## config.mk

```make
export PLATFORM = sky130hd
export DESIGN_NAME = accumulator_abs_add_alu
export DESIGN_NICKNAME = d
export VERILOG_FILES = /design/src/shared/alu_pkg.sv /design/src/rtl/accumulator_abs_add_alu.sv /design/src/rtl/wait_state_calc.sv
export VERILOG_INCLUDE_DIRS = /design/src /design/src/shared
export SDC_FILE = /design/constraint.sdc
export NUM_CORES = 1
export LEC_CHECK = 0
export ABC_AREA = 1
export ABC_CLOCK_PERIOD_IN_PS = 5400
export BUFFER_PORTS_ARGS = -buffer_cell sky130_fd_sc_hd__buf_2
export CAP_MARGIN = 5
export CORE_AREA = 2 2 173 175
export CTS_BUF_LIST = sky130_fd_sc_hd__clkbuf_8
export CTS_CLUSTER_DIAMETER = 100
export DETAILED_ROUTE_END_ITERATION = 7
export DIE_AREA = 0 0 175 177
export PLACE_DENSITY = 0.77
export SYNTH_ARGS = -nofsm -noshare
export SYNTH_HDL_FRONTEND = slang
export SYNTH_SLANG_ARGS = --single-unit
```

## constraint.sdc

```tcl
create_clock -name core_clk -period 5.4 [get_ports core_clk]
set_clock_uncertainty 0.1 [all_clocks]
set_input_delay 0.27 -clock core_clk [delete_from_list [all_inputs] [get_ports core_clk]]
set_output_delay 0.27 -clock core_clk [all_outputs]
set_load 0.05 [all_outputs]
```

## src/shared/alu_params.svh

```systemverilog
// Purpose: Constants for the accumulator magnitude / shifted-add slice
// Assumes: 32-bit register words, byte addresses on an 8-bit address port
// Notes: Times in picoseconds, counts derived from them
// Notes on behaviour
// [RULE_01] Magnitude keeps a non-negative accumulator and negates a negative one.
// [RULE_02] Magnitude of 8000_0000 stays 8000_0000, or gives 7FFF_FFFF when saturating.
// [RULE_03] Magnitude of 8000_0000 sets the wrap flag in both modes.
// [RULE_04] Magnitude always clears the carry.
// [RULE_05] Magnitude takes one cycle, plus program waits when fetched outside, n under repeat.
// [RULE_06] Shifted add shifts the data word left and adds it, sign or zero extended by mode.
// [RULE_07] The shift count runs from 0 to 15, zero when not given.
// [RULE_08] Shifted add updates wrap and carry and saturates or wraps by mode.
// [RULE_09] An outside program access waits the least p with access time within p periods plus window.
// [RULE_10] Outside data and I/O waits d and i follow the same rule.
// [RULE_11] The machine period used for waits is four crystal periods.
// [RULE_12] Under repeat the instruction runs n times and its cycles scale with n.
// [RULE_13] Magnitude is opcode CE1B and advances the program counter by one.
// [RULE_14] Shifted add has 0000 on top, shift in 11-8, indirect in 7, address in 6-0.
`ifndef ALU_PARAMS_SVH
`define ALU_PARAMS_SVH

`define OFS_CTRL 8'h00
`define OFS_ACC 8'h04
`define OFS_FLAGS 8'h08
`define OFS_INT_STATUS 8'h0C
`define OFS_INT_MASK 8'h10
`define OFS_TMEM_PROG 8'h14
`define OFS_TMEM_DATA 8'h18
`define OFS_TMEM_IO 8'h1C
`define OFS_WAIT_STATES 8'h20
`define OFS_LAST_CYCLES 8'h24

`define CTRL_SAT_BIT 0
`define CTRL_SXM_BIT 1
`define FLAG_WRAP_BIT 0
`define FLAG_CARRY_BIT 1
`define INT_WRAP_BIT 0
`define INT_DONE_BIT 1
`define INT_ILLEGAL_BIT 2
`define INT_WIDTH 3

`define RST_CTRL 2'h0
`define RST_ACC 32'h0000_0000
`define RST_TMEM 16'h0000
`define RST_INT_MASK 3'h0

`define OPC_MAGNITUDE 16'hCE1B
`define OPC_ADD_TOP 4'h0
`define ACC_MOST_NEG 32'h8000_0000
`define ACC_MOST_POS 32'h7FFF_FFFF

`define CRYSTAL_PERIOD_PS 1000
`define CRYSTALS_PER_MACHINE 4
`define MACHINE_PERIOD_PS (`CRYSTALS_PER_MACHINE * `CRYSTAL_PERIOD_PS)
`define ZERO_WAIT_WINDOW_PS 1000
`define MAX_WAITS 15

`endif

```

## src/shared/alu_pkg.sv

```systemverilog
// Purpose: Types for the accumulator magnitude / shifted-add slice
// Assumes: Constants come from alu_params.svh
// Notes: Carrier structs for sequencer requests
package alu_pkg;

    typedef struct packed {
        logic ext_prog;
        logic ext_data;
        logic [7:0] rpt_n;
        logic [15:0] word;
    } instr_req_t;

    typedef struct packed {
        logic sign_ext_mode_bit;
        logic saturate_mode_bit;
    } mode_t;

    typedef enum logic [1:0] {
        OP_NONE,
        OP_MAG,
        OP_ADD
    } op_t;

    typedef enum logic [2:0] {
        S_IDLE,
        S_PWAIT,
        S_DREQ,
        S_DWAIT,
        S_EXEC
    } state_t;

endpackage

```

## src/rtl/accumulator_abs_add_alu.sv

```systemverilog
// Purpose: Accumulator slice running magnitude and shifted add
// Assumes: Sequencer and data memory share core_clk
// Notes: One request at a time, instr_ready high only when idle
//
// Chosen here: the address map and strobed register access.
`timescale 1ns/10ps
`include "alu_params.svh"
module accumulator_abs_add_alu
    import alu_pkg::*;
#(
    parameter int TAC_PS = `ZERO_WAIT_WINDOW_PS,
    parameter int CRYSTAL_PERIOD_PS = `CRYSTAL_PERIOD_PS
) (
    input wire logic core_clk,
    input wire logic rst,
    input wire logic ce,
    input wire logic [7:0] reg_addr,
    input wire logic [31:0] reg_wdata,
    input wire logic reg_wr,
    input wire logic reg_rd,
    output logic [31:0] reg_rdata,
    input wire logic instr_valid,
    input wire instr_req_t instr,
    output logic instr_ready,
    output logic data_req,
    output logic [7:0] data_addr,
    input wire logic data_valid,
    input wire logic [15:0] data_word,
    output logic pc_inc,
    output logic instr_done,
    output logic irq
);
    // [RULE_11] Machine period from crystal
    localparam int TP_PS = `CRYSTALS_PER_MACHINE * CRYSTAL_PERIOD_PS;

    state_t state_reg;
    op_t op_reg;
    op_t op_dec;
    mode_t mode_reg;
    logic [15:0] word_reg;
    logic ext_data_reg;
    logic [7:0] iter_reg;
    logic [3:0] wait_reg;
    logic [15:0] opnd_reg;
    logic [15:0] cycles_reg;
    logic [15:0] last_cycles_reg;
    logic [31:0] acc_reg;
    logic carry_reg;
    logic wrap_reg;
    logic [`INT_WIDTH-1:0] int_status_reg;
    logic [`INT_WIDTH-1:0] int_mask_reg;
    logic [`INT_WIDTH-1:0] int_set;
    logic [15:0] tmem_reg [3];
    logic [3:0] waits [3];
    logic [3:0] p_waits;
    logic [3:0] d_waits;
    logic [3:0] i_waits;
    logic accept;
    logic exec;
    logic last_iter;
    logic [31:0] mag_result;
    logic mag_wrap;
    logic [31:0] addend;
    logic [32:0] sum;
    logic [31:0] add_result;
    logic add_wrap;
    logic [31:0] exec_result;
    logic exec_wrap;
    logic exec_carry;
    logic wr_ctrl;
    logic wr_acc;
    logic wr_flags;
    logic wr_int_status;
    logic wr_int_mask;

    // Wait-state counts for program, data and I/O
    genvar g;
    generate
        for (g = 0; g < 3; g++)
        begin : gen_waits
            // Wait count per space
            wait_state_calc #(
                .TAC_PS(TAC_PS),
                .TP_PS(TP_PS),
                .MAX_WAITS(`MAX_WAITS)
            ) u_wait (
                .tmem_ps(tmem_reg[g]),
                .waits(waits[g])
            );
        end
    endgenerate

    // [RULE_09] Program wait count
    assign p_waits = waits[0];
    // [RULE_10] Data and I/O wait counts
    assign d_waits = waits[1];
    assign i_waits = waits[2];

    // Opcode decode
    always_comb
    begin
        op_dec = OP_NONE;
        // [RULE_13] Magnitude opcode
        if (instr.word == `OPC_MAGNITUDE)
        begin
            op_dec = OP_MAG;
        end
        // [RULE_14] Shifted add opcode field
        else if (instr.word[15:12] == `OPC_ADD_TOP)
        begin
            op_dec = OP_ADD;
        end
    end

    assign instr_ready = (state_reg == S_IDLE);
    assign accept = ce && instr_valid && instr_ready;
    assign exec = ce && (state_reg == S_EXEC);
    assign last_iter = (iter_reg <= 8'h01);
    assign data_req = (state_reg == S_DREQ);
    // [RULE_14] Direct address or indirect control out
    assign data_addr = word_reg[7:0];

    // Magnitude datapath
    always_comb
    begin
        mag_result = acc_reg;
        mag_wrap = 1'b0;
        // [RULE_02] Most negative special case
        if (acc_reg == `ACC_MOST_NEG)
        begin
            mag_result = mode_reg.saturate_mode_bit ? `ACC_MOST_POS : `ACC_MOST_NEG;
            // [RULE_03] Wrap flag in either mode
            mag_wrap = 1'b1;
        end
        // [RULE_01] Negate negative value
        else if (acc_reg[31])
        begin
            mag_result = 32'(~acc_reg + 32'h0000_0001);
        end
    end

    // Shifted add datapath
    always_comb
    begin
        // [RULE_06] Sign or zero extension
        if (mode_reg.sign_ext_mode_bit)
        begin
            addend = {{16{opnd_reg[15]}}, opnd_reg};
        end
        else
        begin
            addend = {16'h0000, opnd_reg};
        end
        // [RULE_07] Shift count 0 to 15
        addend = addend << word_reg[11:8];
        sum = {1'b0, acc_reg} + {1'b0, addend};
        add_wrap = (acc_reg[31] == addend[31]) && (sum[31] != acc_reg[31]);
        add_result = sum[31:0];
        // [RULE_08] Saturate on overflow
        if (add_wrap && mode_reg.saturate_mode_bit)
        begin
            add_result = acc_reg[31] ? `ACC_MOST_NEG : `ACC_MOST_POS;
        end
    end

    always_comb
    begin
        exec_result = add_result;
        exec_wrap = add_wrap;
        // [RULE_08] Carry from the add
        exec_carry = sum[32];
        if (op_reg == OP_MAG)
        begin
            exec_result = mag_result;
            exec_wrap = mag_wrap;
            // [RULE_04] Carry always cleared
            exec_carry = 1'b0;
        end
    end

    // Sequencing of fetch waits, data fetch and execution
    always_ff @(posedge core_clk or posedge rst)
    begin
        if (rst)
        begin
            state_reg <= S_IDLE;
            op_reg <= OP_NONE;
            word_reg <= 16'h0000;
            ext_data_reg <= 1'b0;
            iter_reg <= 8'h00;
            wait_reg <= 4'h0;
            opnd_reg <= 16'h0000;
        end
        else if (ce)
        begin
            unique case (state_reg)
                S_IDLE:
                begin
                    if (instr_valid && op_dec != OP_NONE)
                    begin
                        op_reg <= op_dec;
                        word_reg <= instr.word;
                        ext_data_reg <= instr.ext_data;
                        // [RULE_12] Execute n times
                        iter_reg <= instr.rpt_n;
                        // [RULE_05] Program waits when fetched outside
                        if (instr.ext_prog && p_waits != 4'h0)
                        begin
                            wait_reg <= p_waits;
                            state_reg <= S_PWAIT;
                        end
                        else
                        begin
                            state_reg <= (op_dec == OP_ADD) ? S_DREQ : S_EXEC;
                        end
                    end
                end
                S_PWAIT:
                begin
                    wait_reg <= wait_reg - 4'h1;
                    if (wait_reg == 4'h1)
                    begin
                        state_reg <= (op_reg == OP_ADD) ? S_DREQ : S_EXEC;
                    end
                end
                S_DREQ:
                begin
                    // [RULE_10] Data waits when operand is outside
                    wait_reg <= ext_data_reg ? d_waits : 4'h0;
                    state_reg <= S_DWAIT;
                end
                S_DWAIT:
                begin
                    if (wait_reg != 4'h0)
                    begin
                        wait_reg <= wait_reg - 4'h1;
                    end
                    else if (data_valid)
                    begin
                        opnd_reg <= data_word;
                        state_reg <= S_EXEC;
                    end
                end
                S_EXEC:
                begin
                    iter_reg <= iter_reg - 8'h01;
                    // [RULE_12] Repeat until n done
                    if (last_iter)
                    begin
                        state_reg <= S_IDLE;
                    end
                    else if (op_reg == OP_ADD)
                    begin
                        state_reg <= S_DREQ;
                    end
                end
            endcase
        end
    end

    // Cycle count of each instruction
    always_ff @(posedge core_clk or posedge rst)
    begin
        if (rst)
        begin
            cycles_reg <= 16'h0000;
            last_cycles_reg <= 16'h0000;
        end
        else if (ce)
        begin
            if (accept)
            begin
                cycles_reg <= 16'h0000;
            end
            else if (state_reg != S_IDLE)
            begin
                cycles_reg <= cycles_reg + 16'h0001;
            end
            // [RULE_05] Cycles of the finished instruction
            if (exec && last_iter)
            begin
                last_cycles_reg <= cycles_reg + 16'h0001;
            end
        end
    end

    // Completion pulses
    always_ff @(posedge core_clk or posedge rst)
    begin
        if (rst)
        begin
            pc_inc <= 1'b0;
            instr_done <= 1'b0;
        end
        else if (ce)
        begin
            // [RULE_13] Program counter advances by one
            pc_inc <= exec && last_iter;
            instr_done <= (exec && last_iter) || (accept && op_dec == OP_NONE);
        end
    end

    assign wr_ctrl = ce && reg_wr && (reg_addr == `OFS_CTRL);
    assign wr_acc = ce && reg_wr && (reg_addr == `OFS_ACC);
    assign wr_flags = ce && reg_wr && (reg_addr == `OFS_FLAGS);
    assign wr_int_status = ce && reg_wr && (reg_addr == `OFS_INT_STATUS);
    assign wr_int_mask = ce && reg_wr && (reg_addr == `OFS_INT_MASK);

    // Mode bits
    always_ff @(posedge core_clk or posedge rst)
    begin
        if (rst)
        begin
            mode_reg <= `RST_CTRL;
        end
        else if (wr_ctrl)
        begin
            mode_reg.saturate_mode_bit <= reg_wdata[`CTRL_SAT_BIT];
            mode_reg.sign_ext_mode_bit <= reg_wdata[`CTRL_SXM_BIT];
        end
    end

    // Accumulator, execution wins over a software write
    always_ff @(posedge core_clk or posedge rst)
    begin
        if (rst)
        begin
            acc_reg <= `RST_ACC;
        end
        else if (exec)
        begin
            acc_reg <= exec_result;
        end
        else if (wr_acc)
        begin
            acc_reg <= reg_wdata;
        end
    end

    // Carry and sticky wrap flag
    always_ff @(posedge core_clk or posedge rst)
    begin
        if (rst)
        begin
            carry_reg <= 1'b0;
            wrap_reg <= 1'b0;
        end
        else if (ce)
        begin
            if (exec)
            begin
                carry_reg <= exec_carry;
            end
            else if (wr_flags)
            begin
                carry_reg <= reg_wdata[`FLAG_CARRY_BIT];
            end
            // [RULE_03] Set wins over clear
            wrap_reg <= (wrap_reg && !(wr_flags && reg_wdata[`FLAG_WRAP_BIT])) || (exec && exec_wrap);
        end
    end

    // Interrupt events
    always_comb
    begin
        int_set = '0;
        int_set[`INT_WRAP_BIT] = exec && exec_wrap;
        int_set[`INT_DONE_BIT] = exec && last_iter;
        int_set[`INT_ILLEGAL_BIT] = accept && (op_dec == OP_NONE);
    end

    always_ff @(posedge core_clk or posedge rst)
    begin
        if (rst)
        begin
            int_status_reg <= '0;
        end
        else if (ce)
        begin
            if (wr_int_status)
            begin
                int_status_reg <= (int_status_reg & ~reg_wdata[`INT_WIDTH-1:0]) | int_set;
            end
            else
            begin
                int_status_reg <= int_status_reg | int_set;
            end
        end
    end

    always_ff @(posedge core_clk or posedge rst)
    begin
        if (rst)
        begin
            int_mask_reg <= `RST_INT_MASK;
        end
        else if (wr_int_mask)
        begin
            int_mask_reg <= reg_wdata[`INT_WIDTH-1:0];
        end
    end

    assign irq = |(int_status_reg & int_mask_reg);

    // Memory access times, one per space
    always_ff @(posedge core_clk or posedge rst)
    begin
        if (rst)
        begin
            tmem_reg[0] <= `RST_TMEM;
            tmem_reg[1] <= `RST_TMEM;
            tmem_reg[2] <= `RST_TMEM;
        end
        else if (ce && reg_wr)
        begin
            if (reg_addr == `OFS_TMEM_PROG)
            begin
                tmem_reg[0] <= reg_wdata[15:0];
            end
            if (reg_addr == `OFS_TMEM_DATA)
            begin
                tmem_reg[1] <= reg_wdata[15:0];
            end
            if (reg_addr == `OFS_TMEM_IO)
            begin
                tmem_reg[2] <= reg_wdata[15:0];
            end
        end
    end

    // Read data, one cycle after the strobe
    always_ff @(posedge core_clk or posedge rst)
    begin
        if (rst)
        begin
            reg_rdata <= 32'h0000_0000;
        end
        else if (ce)
        begin
            reg_rdata <= 32'h0000_0000;
            if (reg_rd)
            begin
                unique case (reg_addr)
                    `OFS_CTRL: reg_rdata <= {30'h0, mode_reg};
                    `OFS_ACC: reg_rdata <= acc_reg;
                    `OFS_FLAGS: reg_rdata <= {30'h0, carry_reg, wrap_reg};
                    `OFS_INT_STATUS: reg_rdata <= {29'h0, int_status_reg};
                    `OFS_INT_MASK: reg_rdata <= {29'h0, int_mask_reg};
                    `OFS_TMEM_PROG: reg_rdata <= {16'h0000, tmem_reg[0]};
                    `OFS_TMEM_DATA: reg_rdata <= {16'h0000, tmem_reg[1]};
                    `OFS_TMEM_IO: reg_rdata <= {16'h0000, tmem_reg[2]};
                    `OFS_WAIT_STATES: reg_rdata <= {20'h0, i_waits, d_waits, p_waits};
                    `OFS_LAST_CYCLES: reg_rdata <= {16'h0000, last_cycles_reg};
                    default: reg_rdata <= 32'h0000_0000;
                endcase
            end
        end
    end
endmodule // accumulator_abs_add_alu

```

## src/rtl/wait_state_calc.sv

```systemverilog
// Purpose: Wait-state count from a memory access time
// Assumes: Times in picoseconds, access time is static between uses
// Notes: Result saturates at the largest count
`timescale 1ns/10ps
`include "alu_params.svh"
module wait_state_calc #(
    parameter int TAC_PS = `ZERO_WAIT_WINDOW_PS,
    parameter int TP_PS = `MACHINE_PERIOD_PS,
    parameter int MAX_WAITS = `MAX_WAITS
) (
    input wire logic [15:0] tmem_ps,
    output logic [3:0] waits
);
    // Least k with access time within k periods plus window
    always_comb
    begin
        waits = 4'(MAX_WAITS);
        for (int k = MAX_WAITS; k >= 0; k--)
        begin
            if ({16'h0000, tmem_ps} <= 32'(k * TP_PS + TAC_PS))
            begin
                waits = 4'(k);
            end
        end
    end
endmodule // wait_state_calc

```

* Word-level counts from Yosys, hierarchy flattened
Cells that the tools add are included.
Storage, ports and cells: bits of input ports 89, output and inout port bits 45, word-level logic and storage cells 241, register bits 202
Operators by class: $add $sub $neg 5, multiplexer cells 83, bitwise logic cells 7, shifts and indexed selects 1, reduce and logical (&&, ||, !) cells 47, equal/unequal tests 29, magnitude comparators 46
Operators with widths (number):
- $le 16x16->1 const B | 21
- $mux 32 | 10
- $pmux 32 s10 | 1
- $le 16x15->1 const B | 12
- $mux 4 | 28
- $le 16x14->1 const B | 6
- $mux 3 | 22
- $le 16x10->1 const B | 3
- $le 16x13->1 const B | 3
- $add 32x32->33 | 1
- $add 32x1->32 const B | 1
- $eq 32x32->1 const B | 1
- $eq 8x5->1 const B | 4
- $mux 16 | 2
- $not 32->32 | 1
- $shl 32x4->32 | 1
- $logic_and 1x1->1 | 18
- $add 16x1->16 const B | 1
- $eq 16x16->1 const B | 1
- $eq 8x4->1 const B | 2
- $eq 8x6->1 const B | 2
- $mux 2 | 8
- $pmux 4 s4 | 1
- $pmux 8 s2 | 1
- other kinds (38) | 67

* Logic depth before layout (Yosys ltp)
Gate-level depths: netlist (run 1).
depth after elaboration 21, mapped depth 29, gate-level depth less buffers 29

* Hierarchy
A second synthesis (run 1) with hierarchy kept.
Second synthesis, totals: cells, all modules 2597, area total of the unflattened synthesis 16703.5 µm²
Modules (own cells, without submodules):
- accumulator_abs_add_alu | sequential area each 5054.8 µm², instances 1, area an instance 13873.3 µm², cells an instance 1989
- wait_state_calc at gen_waits[0].u_wait ... | sequential area each 0.0 µm², instances 2, area an instance 939.7 µm², cells an instance 204
- wait_state_calc at gen_waits[2].u_wait | sequential area each 0.0 µm², instances 1, area an instance 950.9 µm², cells an instance 200

* Least setup slack after synthesis (run 1)
No wires, ideal clock.
path type register to register, from register word_reg[8], to register acc_reg[20], data arrival time 3.310 ns, setup time 0.122 ns, path slack 1.867 ns, cell stages (with the launch flop) 21, required time 5.178 ns, path through dfrtp_1 clkbuf_1 clkbuf_1 mux2i_1 a21oi_1 o21ai_0 o21ai_0 ha_1 nand2_1 a21oi_1 o21ai_0 nand2_1 a221oi_1 nand2_2 nand2_2 nand4_4 buf_6 nand2_1 nand2_1 a21oi_1 o21ai_1
On the way: longest elaborated chain between the ends 8, elaborated cells between the ends (all ways) 9, those cells by class add/sub: 1; eq/ne: 2; shift: 1; mux: 3; reduce/logical: 2
Ends and longest elaborated chain:
- start: declaration | RTL line accumulator_abs_add_alu.sv:40 | logic [15:0] word_reg;
- start signal: assignment | RTL line accumulator_abs_add_alu.sv:202 | word_reg <= instr.word;
- $shl 32x4->32 * | RTL line accumulator_abs_add_alu.sv:155 | addend = addend << word_reg[11:8];
- $add 32x32->33 | RTL line accumulator_abs_add_alu.sv:156 | sum = {1'b0, acc_reg} + {1'b0, addend};
- $ne 1x1->1 | RTL line accumulator_abs_add_alu.sv:157 | add_wrap = (acc_reg[31] == addend[31]) && (sum[31] != acc_reg[31]);
- $logic_and 1x1->1 | RTL line accumulator_abs_add_alu.sv:157
- $logic_and 1x1->1 | RTL line accumulator_abs_add_alu.sv:160 | if (add_wrap && mode_reg.saturate_mode_bit)
- $mux 32 * | RTL line accumulator_abs_add_alu.sv:160
- $mux 32 * | RTL line accumulator_abs_add_alu.sv:172 | if (op_reg == OP_MAG)
- $mux 32 * | RTL line accumulator_abs_add_alu.sv:330 | else if (exec)
- end signal: assignment | RTL line accumulator_abs_add_alu.sv:328 | acc_reg <= `RST_ACC;
- end signal: assignment | RTL line accumulator_abs_add_alu.sv:332 | acc_reg <= exec_result;
- end signal: assignment | RTL line accumulator_abs_add_alu.sv:336 | acc_reg <= reg_wdata;
- end: declaration | RTL line accumulator_abs_add_alu.sv:47 | logic [31:0] acc_reg;
Mark *: on every way between the ends. The rest lies on a longest branch, timed or not. A chain may end at the register's enable or synchronous reset.

* Worst setup path in the final report (run 1)
from register word_reg[8], to register acc_reg[4]
The elaborated chain is that of the path after synthesis.

==> run_results.csv, run 1 <==
group,metric,value,unit
floorplan,dieWidth,175,µm
clock_tree,cts_buffers,38,
grt,gr-usage-all-layers,37.0,%
worst_setup_path,rr_endpoint,"acc_reg[4]$_DFFE_PP0P_",
power_and_ir_drop,peakVddDrop,0.240,mV
synth,syn_inst,2376,
drt,via_per_inst,6.03,
floorplan,fp.coreArea,0.0292,mm²
sta,final_max_slew_viol_count,0,
clock_tree,clk_latency,0.56,ns
synth,syn_avg_cell_area,6.67,µm²
sta,totalNegativeSetupSlack,0,ns
min_path,holdPathEnd,"acc_reg[16]$_DFFE_PP0P_",
worst_setup_path,cp_max_fo,31,
clock_tree,post_cts_buffers,0,
drt,vias,17700,
grt,overflow,0,
worst_setup_path,crit_chain,"inv_1, nand2_1, nand2_1, inv_1, nand2_1, o21ai_0, nor2_1, a31oi_1, nor2_1, ha_1, nand2_1, inv_2, nand3_2, o21ai_2, a21boi_2, o21ai_4, nand3_2, nand2_2, nand4_2, a21boi_1, o21ai_1, nand2_1, nand2_1",
worst_setup_path,slowest_stage,"dfrtp_1",
worst_setup_path,critical_path_arrival,5.16,ns
drt,ant_nets,0,
clock_tree,root_buffer,"clkbuf_8",
worst_setup_path,critPathMaxStageDelay,0.69,ns
grt,grt_pass1_vias,16100,
synth,seq_area_frac_synth,31.9,%
power_and_ir_drop,p_leak,8.75,nW
sta,hold_viol,0,
clock_tree,clkTransAtPathRegs,0.06,ns
cells_and_area,layout.nets,2645,
status,run_status,"finished clean",
power_and_ir_drop,total_power,0.00652,W
worst_setup_path,startpoint,"word_reg[8]$_DFFE_PP0P_",
synth,synthFlopType,"dfrtp_1",
sta,max_freq,0.210,GHz
synth,synth_compound_area_share,20.7,%
worst_setup_path,cp-end-kind,"flop",
synth,synth-adder-area-share,3.20,%
worst_setup_path,worst-r2r-cell-count,23,
min_path,hold_start,"reg_wdata[16]",
worst_setup_path,critical_path_class,"reg -> reg",
sta,worst_pin_slew,1.06,ns
synth,synth_mux_area_share,1.89,%
synth,synth_edf_count,0,
synth,synth_nets,2505,
cells_and_area,layout-drive-gt1-share,10.9,%
synth,async_reset_ff_share,100,%
synth,ys_warn_count,0,
min_path,hold_path_class,"in -> reg",
clock_tree,clock-sinks,202,
cells_and_area,largest_reg_flops,48,
grt,antenna_found_initial,0,
clock_tree,cts_max_level,2,
sta,period_needed,4.76,ns
cells_and_area,area_delta_synth_final,13.7,%
place,dp_hpwl,44000,µm
worst_setup_path,cp.required,5.80,ns
drt,totalWireLength,58400,µm
drt,drt_iter0_markers,2178,
worst_setup_path,r2r_setup_slack,0.64,ns
clock_tree,cts_tree,"yes",
place,portBuffers,133,
sta,period_share,88.1,%
power_and_ir_drop,p_per_area,362,mW/mm²
sta,finalSetupViolations,0,
min_path,min_delay_path_depth,5,
sta,rsz0062_at_grt,"false",
clock_tree,clockBufferDepth,3,
drt,first_pass_iters,8,
floorplan,ios,134,
worst_setup_path,r2r_start,"word_reg[8]$_DFFE_PP0P_",
floorplan,die_area,0.0310,mm²
worst_setup_path,crit_top_cell,"nand2_1",
cells_and_area,fillers,2660,
sta,slew_headroom,29.4,%
drt,wl_per_cell,19.9,µm
grt,grt_pass1_wl,89900,µm
worst_setup_path,start_kind,"flop",
floorplan,num_rows,63,
run,max-cap-violations,0,
synth,synth_top_family_by_area,"simple AND/OR/NAND/NOR gates",
place,place_congestion,1.05,
floorplan,fp.dieH,177,µm
floorplan,initial_core_util,54.2,%
synth,synth-simple-area-share,29.8,%
synth,syn_area,0.0159,mm²
synth,synth-xor-area-share,2.93,%
synth,synth_seq_cells,202,
drt,drc_errors,0,
synth,yosys.cell_types.count,66,
grt,grt_max_degree,129,
## repair_timing
action                                 in CTS  in global routing
resized for setup                           0                  0
hold buffers                               53                  0
endpoints found under the hold margin      61                  0
## final cells by class
cell class | count | area, µm² | share of cell area (%)
Sequential cell | 202 | 5050 | 28.0
Timing Repair Buffer | 196 | 1280 | 7.12
Clock inverter | 20 | 189 | 1.05
Tap cell | 390 | 488 | 2.71
Antenna cell | 1 | 2.50 | 0.0139
Multi-Input combinational cell | 1795 | 9290 | 51.5
Inverter | 283 | 1070 | 5.91
Clock buffer | 48 | 661 | 3.66
## per-layer routing
layer  wire (µm)  track usage [%]  vias to the layer above
li1            -                -                     8227
met1       23400             50.2                     8151
met2       26300             59.1                     1107
met3        6050             6.57                      201
met4        2680             14.6                        0
met5           0                0                        -
## Yosys cell counts (17+ instances only)
cell      instances  area [µm²]
inv_1           271        1020
buf_2            21         105
xor2_1           43         377
nand2_1         670        2510
a31oi_1          28         175
clkbuf_1         55         206
nor4_1           17         106
mux2_2           24         270
o22ai_1          22         138
nand4_1          28         175
o21ai_0         202        1010
o21ai_1          26         130
a21oi_1         121         606
ha_1             39         488
nor2_1          219         822
nand3_1          97         485
nor3_1           53         265
dfrtp_1         202        5050
## cell families (layout without fill, tap and decap cells)
logic type | after synthesis | count (layout)
AOI/OAI and AO/OA | 548 | 548
xor gates and xnor gates | 53 | 53
adders and majority gates | 40 | 40
buffers and inverters | 379 | 547
DFF | 202 | 202
muxes | 27 | 27
other | 0 | 1
and+or+nand+nor | 1127 | 1127
## worst max-delay path, delay by kind of cell, from the launching register on
family	cells	cell delay, ns
AND/OR/NAND/NOR	12	1.51
adder cells (fa/ha/maj)	1	0.37
AO/OA/AOI/OAI	7	1.55
buffers and inverters	3	0.47
flip-flops	1	0.69
## layout by cell type (no fill, tap or decap), types with 53 or more instances in the layout
master	synthesis	layout
nand2_1	670	670
inv_1	271	278
nor2_1	219	218
o21ai_0	202	202
dfrtp_1	202	202
buf_2	21	133
a21oi_1	121	121
nand3_1	97	97
nor3_1	53	53
dlygate4sd3_1	0	53
## power breakdown
group	switching, W	total, W	internal, W
clock network	0.000715	0.00167	0.000956
logic	0.00181	0.00267	0.000861
registers	0.000409	0.00218	0.00177
total	0.00294	0.00652	0.00359
## stage by stage
| stage | cell area (µm²) | hold slack (ns) | worst slack [ns] | cells | util, % |
|---|---|---|---|---|---|
| CTS | 18000 | 0.00341 | 0.773 | 2934 | 61.7 |
| floorplan | 15900 | 0.320 | 1.87 | 2376 | - |
| global route | 18000 | 0.0197 | 0.212 | 2934 | 61.7 |
| global placement | 16700 | 0.148 | 0.885 | 2813 | 56.9 |
| detailed placement | 16700 | 0.147 | 0.791 | 2813 | 56.9 |
| finish | 18000 | 0.0130 | 0.640 | 2935 | 61.7 |
## worst max-delay path by stage
stage | to | depth (start not counted)
5_1_grt | acc_reg[9]$_DFFE_PP0P_ | 22
4_1_cts | acc_reg[4]$_DFFE_PP0P_ | 23
2_1_floorplan | acc_reg[20]$_DFFE_PP0P_ | 20
3_5_place_dp | acc_reg[4]$_DFFE_PP0P_ | 23
3_3_place_gp | acc_reg[15]$_DFFE_PP0P_ | 23
6_report | acc_reg[4]$_DFFE_PP0P_ | 23
(Power assumes the default switching activity.)
==> inputs of run 2 (changes only) <==
- ABC_AREA: 1 -> unset
- CORE_AREA: 2 2 173 175 -> 2 2 169 171
- DIE_AREA: 0 0 175 177 -> 0 0 171 173
==> run_results.csv, run 2 <==
group,metric,value,unit
synth,synthFlopType,"dfrtp_1",
clock_tree,post_cts_resize_count,0,
drt,drc_errors,0,
drt,via_per_inst,6.51,
cells_and_area,mostFrequentLayoutCell,"dfrtp_1",
synth,async_reset_ff_share,100,%
drt,totalWireLength,50100,µm
floorplan,ios,134,
floorplan,fp.coreArea,0.0276,mm²
floorplan,die_area,0.0296,mm²
worst_setup_path,r2r_setup_slack,0.66,ns
sta,slew_headroom,15.0,%
synth,yosys.cell_types.count,92,
clock_tree,cts_tree,"yes",
grt,gr-usage-all-layers,33.6,%
sta,period_share,87.8,%
floorplan,num_rows,61,
cells_and_area,antenna_cells,0,
drt,vias,15200,
synth,yosysMostFrequentCell,"dfrtp_1",
synth,synth_seq_cells,202,
synth,synth_edf_count,0,
worst_setup_path,start_kind,"flop",
drt,drt_iter0_markers,1653,
place,dp_hpwl,36100,µm
run,max-cap-violations,0,
synth,syn_avg_cell_area,8.33,µm²
clock_tree,clockBufferDepth,3,
sta,totalNegativeSetupSlack,0,ns
synth,synth_top_area_cell,"dfrtp_1",
synth,ys_warn_count,0,
synth,seq_area_frac_synth,33.5,%
min_path,hold_path_class,"in -> reg",
sta,worst_pin_slew,1.27,ns
worst_setup_path,cp.required,5.78,ns
clock_tree,cts_max_level,2,
sta,max_freq,0.211,GHz
worst_setup_path,startpoint,"word_reg[8]$_DFFE_PP0P_",
sta,period_needed,4.74,ns
clock_tree,clkTransAtPathRegs,0.06,ns
worst_setup_path,critical_path_arrival,5.12,ns
sta,rsz0062_at_grt,"false",
grt,grt_max_degree,154,
synth,syn_inst,1813,
synth,syn_area,0.0151,mm²
worst_setup_path,setup.worst_path.end,"acc_reg[18]$_DFFE_PP0P_",
synth,synth_common_cells,"dfrtp_1, nand2_1, o21ai_0",
drt,wl_per_cell,21.5,µm
cells_and_area,layout.nets,2059,
grt,overflow,0,
synth,synth_nets,1942,
worst_setup_path,critical_path_class,"reg -> reg",
synth,synth_top_area_share,33.5,%
power_and_ir_drop,p_leak,7.62,nW
clock_tree,root_buffer,"clkbuf_8",
clock_tree,clk_latency,0.56,ns
sta,hold_viol,0,
power_and_ir_drop,p_per_area,430,mW/mm²
floorplan,initial_core_util,54.7,%
place,portBuffers,133,
grt,grt_pass1_wl,79400,µm
cells_and_area,area_delta_synth_final,13.4,%
cells_and_area,final_util,62.0,%
sta,final.setup.worst_slack,0.656,ns
sta,finalSetupViolations,0,
worst_setup_path,rr_endpoint,"acc_reg[18]$_DFFE_PP0P_",
status,run_status,"finished clean",
drt,ant_nets,0,
grt,grt_pass1_vias,14700,
sta,holdWs,0.0121,ns
synth,yosys-top-cells-area,"dfrtp_1, mux2_2, o21ai_0",
drt,first_pass_iters,6,
cells_and_area,layout-drive-gt1-share,16.9,%
power_and_ir_drop,peakVddDrop,0.300,mV
clock_tree,clock-sinks,202,
power_and_ir_drop,total_power,0.00737,W
place,place_congestion,1.02,
worst_setup_path,cp-end-kind,"flop",
worst_setup_path,worst-r2r-cell-count,15,
cells_and_area,largest_reg_flops,48,
clock_tree,cts_buffers,37,
min_path,hold_start,"reg_wdata[20]",
grt,antenna_found_initial,0,
place,place_ws,0.705,ns
worst_setup_path,cp_max_fo,13,
worst_setup_path,r2r_start,"word_reg[8]$_DFFE_PP0P_",
floorplan,dieWidth,171,µm
floorplan,fp.dieH,173,µm
sta,final_max_slew_viol_count,0,
cells_and_area,final_cell_mix,"dfrtp_1, nand2_1, o21ai_0, nor2_1, buf_2",
[run 2: cell count changes in the layout (fill, tap and decap cells not counted), moves of 30 or more]
| cell | previous run | this run |
|---|---|---|
| nand2_1 | 670 | 163 |
| inv_1 | 278 | 89 |
| nor2_1 | 218 | 149 |
| mux2_2 | 24 | 90 |
| nand3_1 | 97 | 47 |
| o21ai_0 | 202 | 161 |
| or3_1 | 0 | 40 |
| a22oi_1 | 4 | 34 |
| xnor2_1 | 10 | 40 |
[run 2: worst min-delay path by stage]
stage	to	slack (ns)	depth (start not counted)
finish	acc_reg[20]$_DFFE_PP0P_	0.01	4
detailed placement	last_cycles_reg[8]$_DFFE_PP0P_	0.38	2
CTS	acc_reg[20]$_DFFE_PP0P_	0.0004	4
floorplan	iter_reg[0]$_DFFE_PP0P_	0.30	2
global route	acc_reg[16]$_DFFE_PP0P_	0.05	4
global placement	last_cycles_reg[8]$_DFFE_PP0P_	0.36	2
[run 2: through the flow]
step                      cells  instance area (µm²)
after detailed placement   2211                15800
after CTS                  2335                17100
after floorplan            1813                15100
after global routing       2335                17100
after global placement     2211                15800
final                      2335                17100
[run 2: layout make-up]
class | count | area [µm²]
clock inverter | 23 | 136
inverter | 77 | 293
multi-input combinational | 1405 | 9200
timing repair buffer | 207 | 1380
fill | 2504 | 10500
tap | 378 | 473
sequential | 202 | 5050
clock buffer | 43 | 592
[run 2: logic make-up after synthesis]
logic type / Yosys count / share of synthesized area (%)
compound gates: 560 / 23.9
xor+xnor: 64 / 3.71
fa+ha+maj: 40 / 3.36
buf+inv: 206 / 5.61
flops: 202 / 33.5
mux: 121 / 9.18
simple gates: 620 / 20.8
[run 2: critical path, cell delays in order, from the launching register on]
cell and delay (ns):
dfrtp_1 0.64, buf_4 0.27, mux2i_1 0.11, or2_2 0.30
or3_1 0.36, inv_1 0.08, ha_1 0.25, a211oi_2 0.27
o211ai_1 0.20, a31oi_2 0.37, o2111ai_1 0.17, and3_1 0.23
a21oi_2 0.41, o221a_2 0.52, a21bo_2 0.27, a21oi_1 0.13
[run 2: repair_timing]
item                      in CTS  in global routing
hold buffers                  58                  0
buffers inserted               0                  0
hold endpoints to repair     136                  0
[run 2: per-layer routing]
layer / up-vias / wire length [µm] / global-route usage, % / part of all wire (%)
met5: - / 0 / 0 / 0
met4: 0 / 2580 / 16.1 / 5.1
met3: 172 / 3710 / 5.04 / 7.4
met2: 798 / 23700 / 54.9 / 47
met1: 7294 / 20200 / 43.7 / 40
li1: 6927 / - / - / -
[run 2: power breakdown]
part           internal (W)  switching [W]  total, W
sequential          0.00179       0.000545   0.00234
combinational       0.00139        0.00217   0.00356
clock              0.000779       0.000684   0.00146
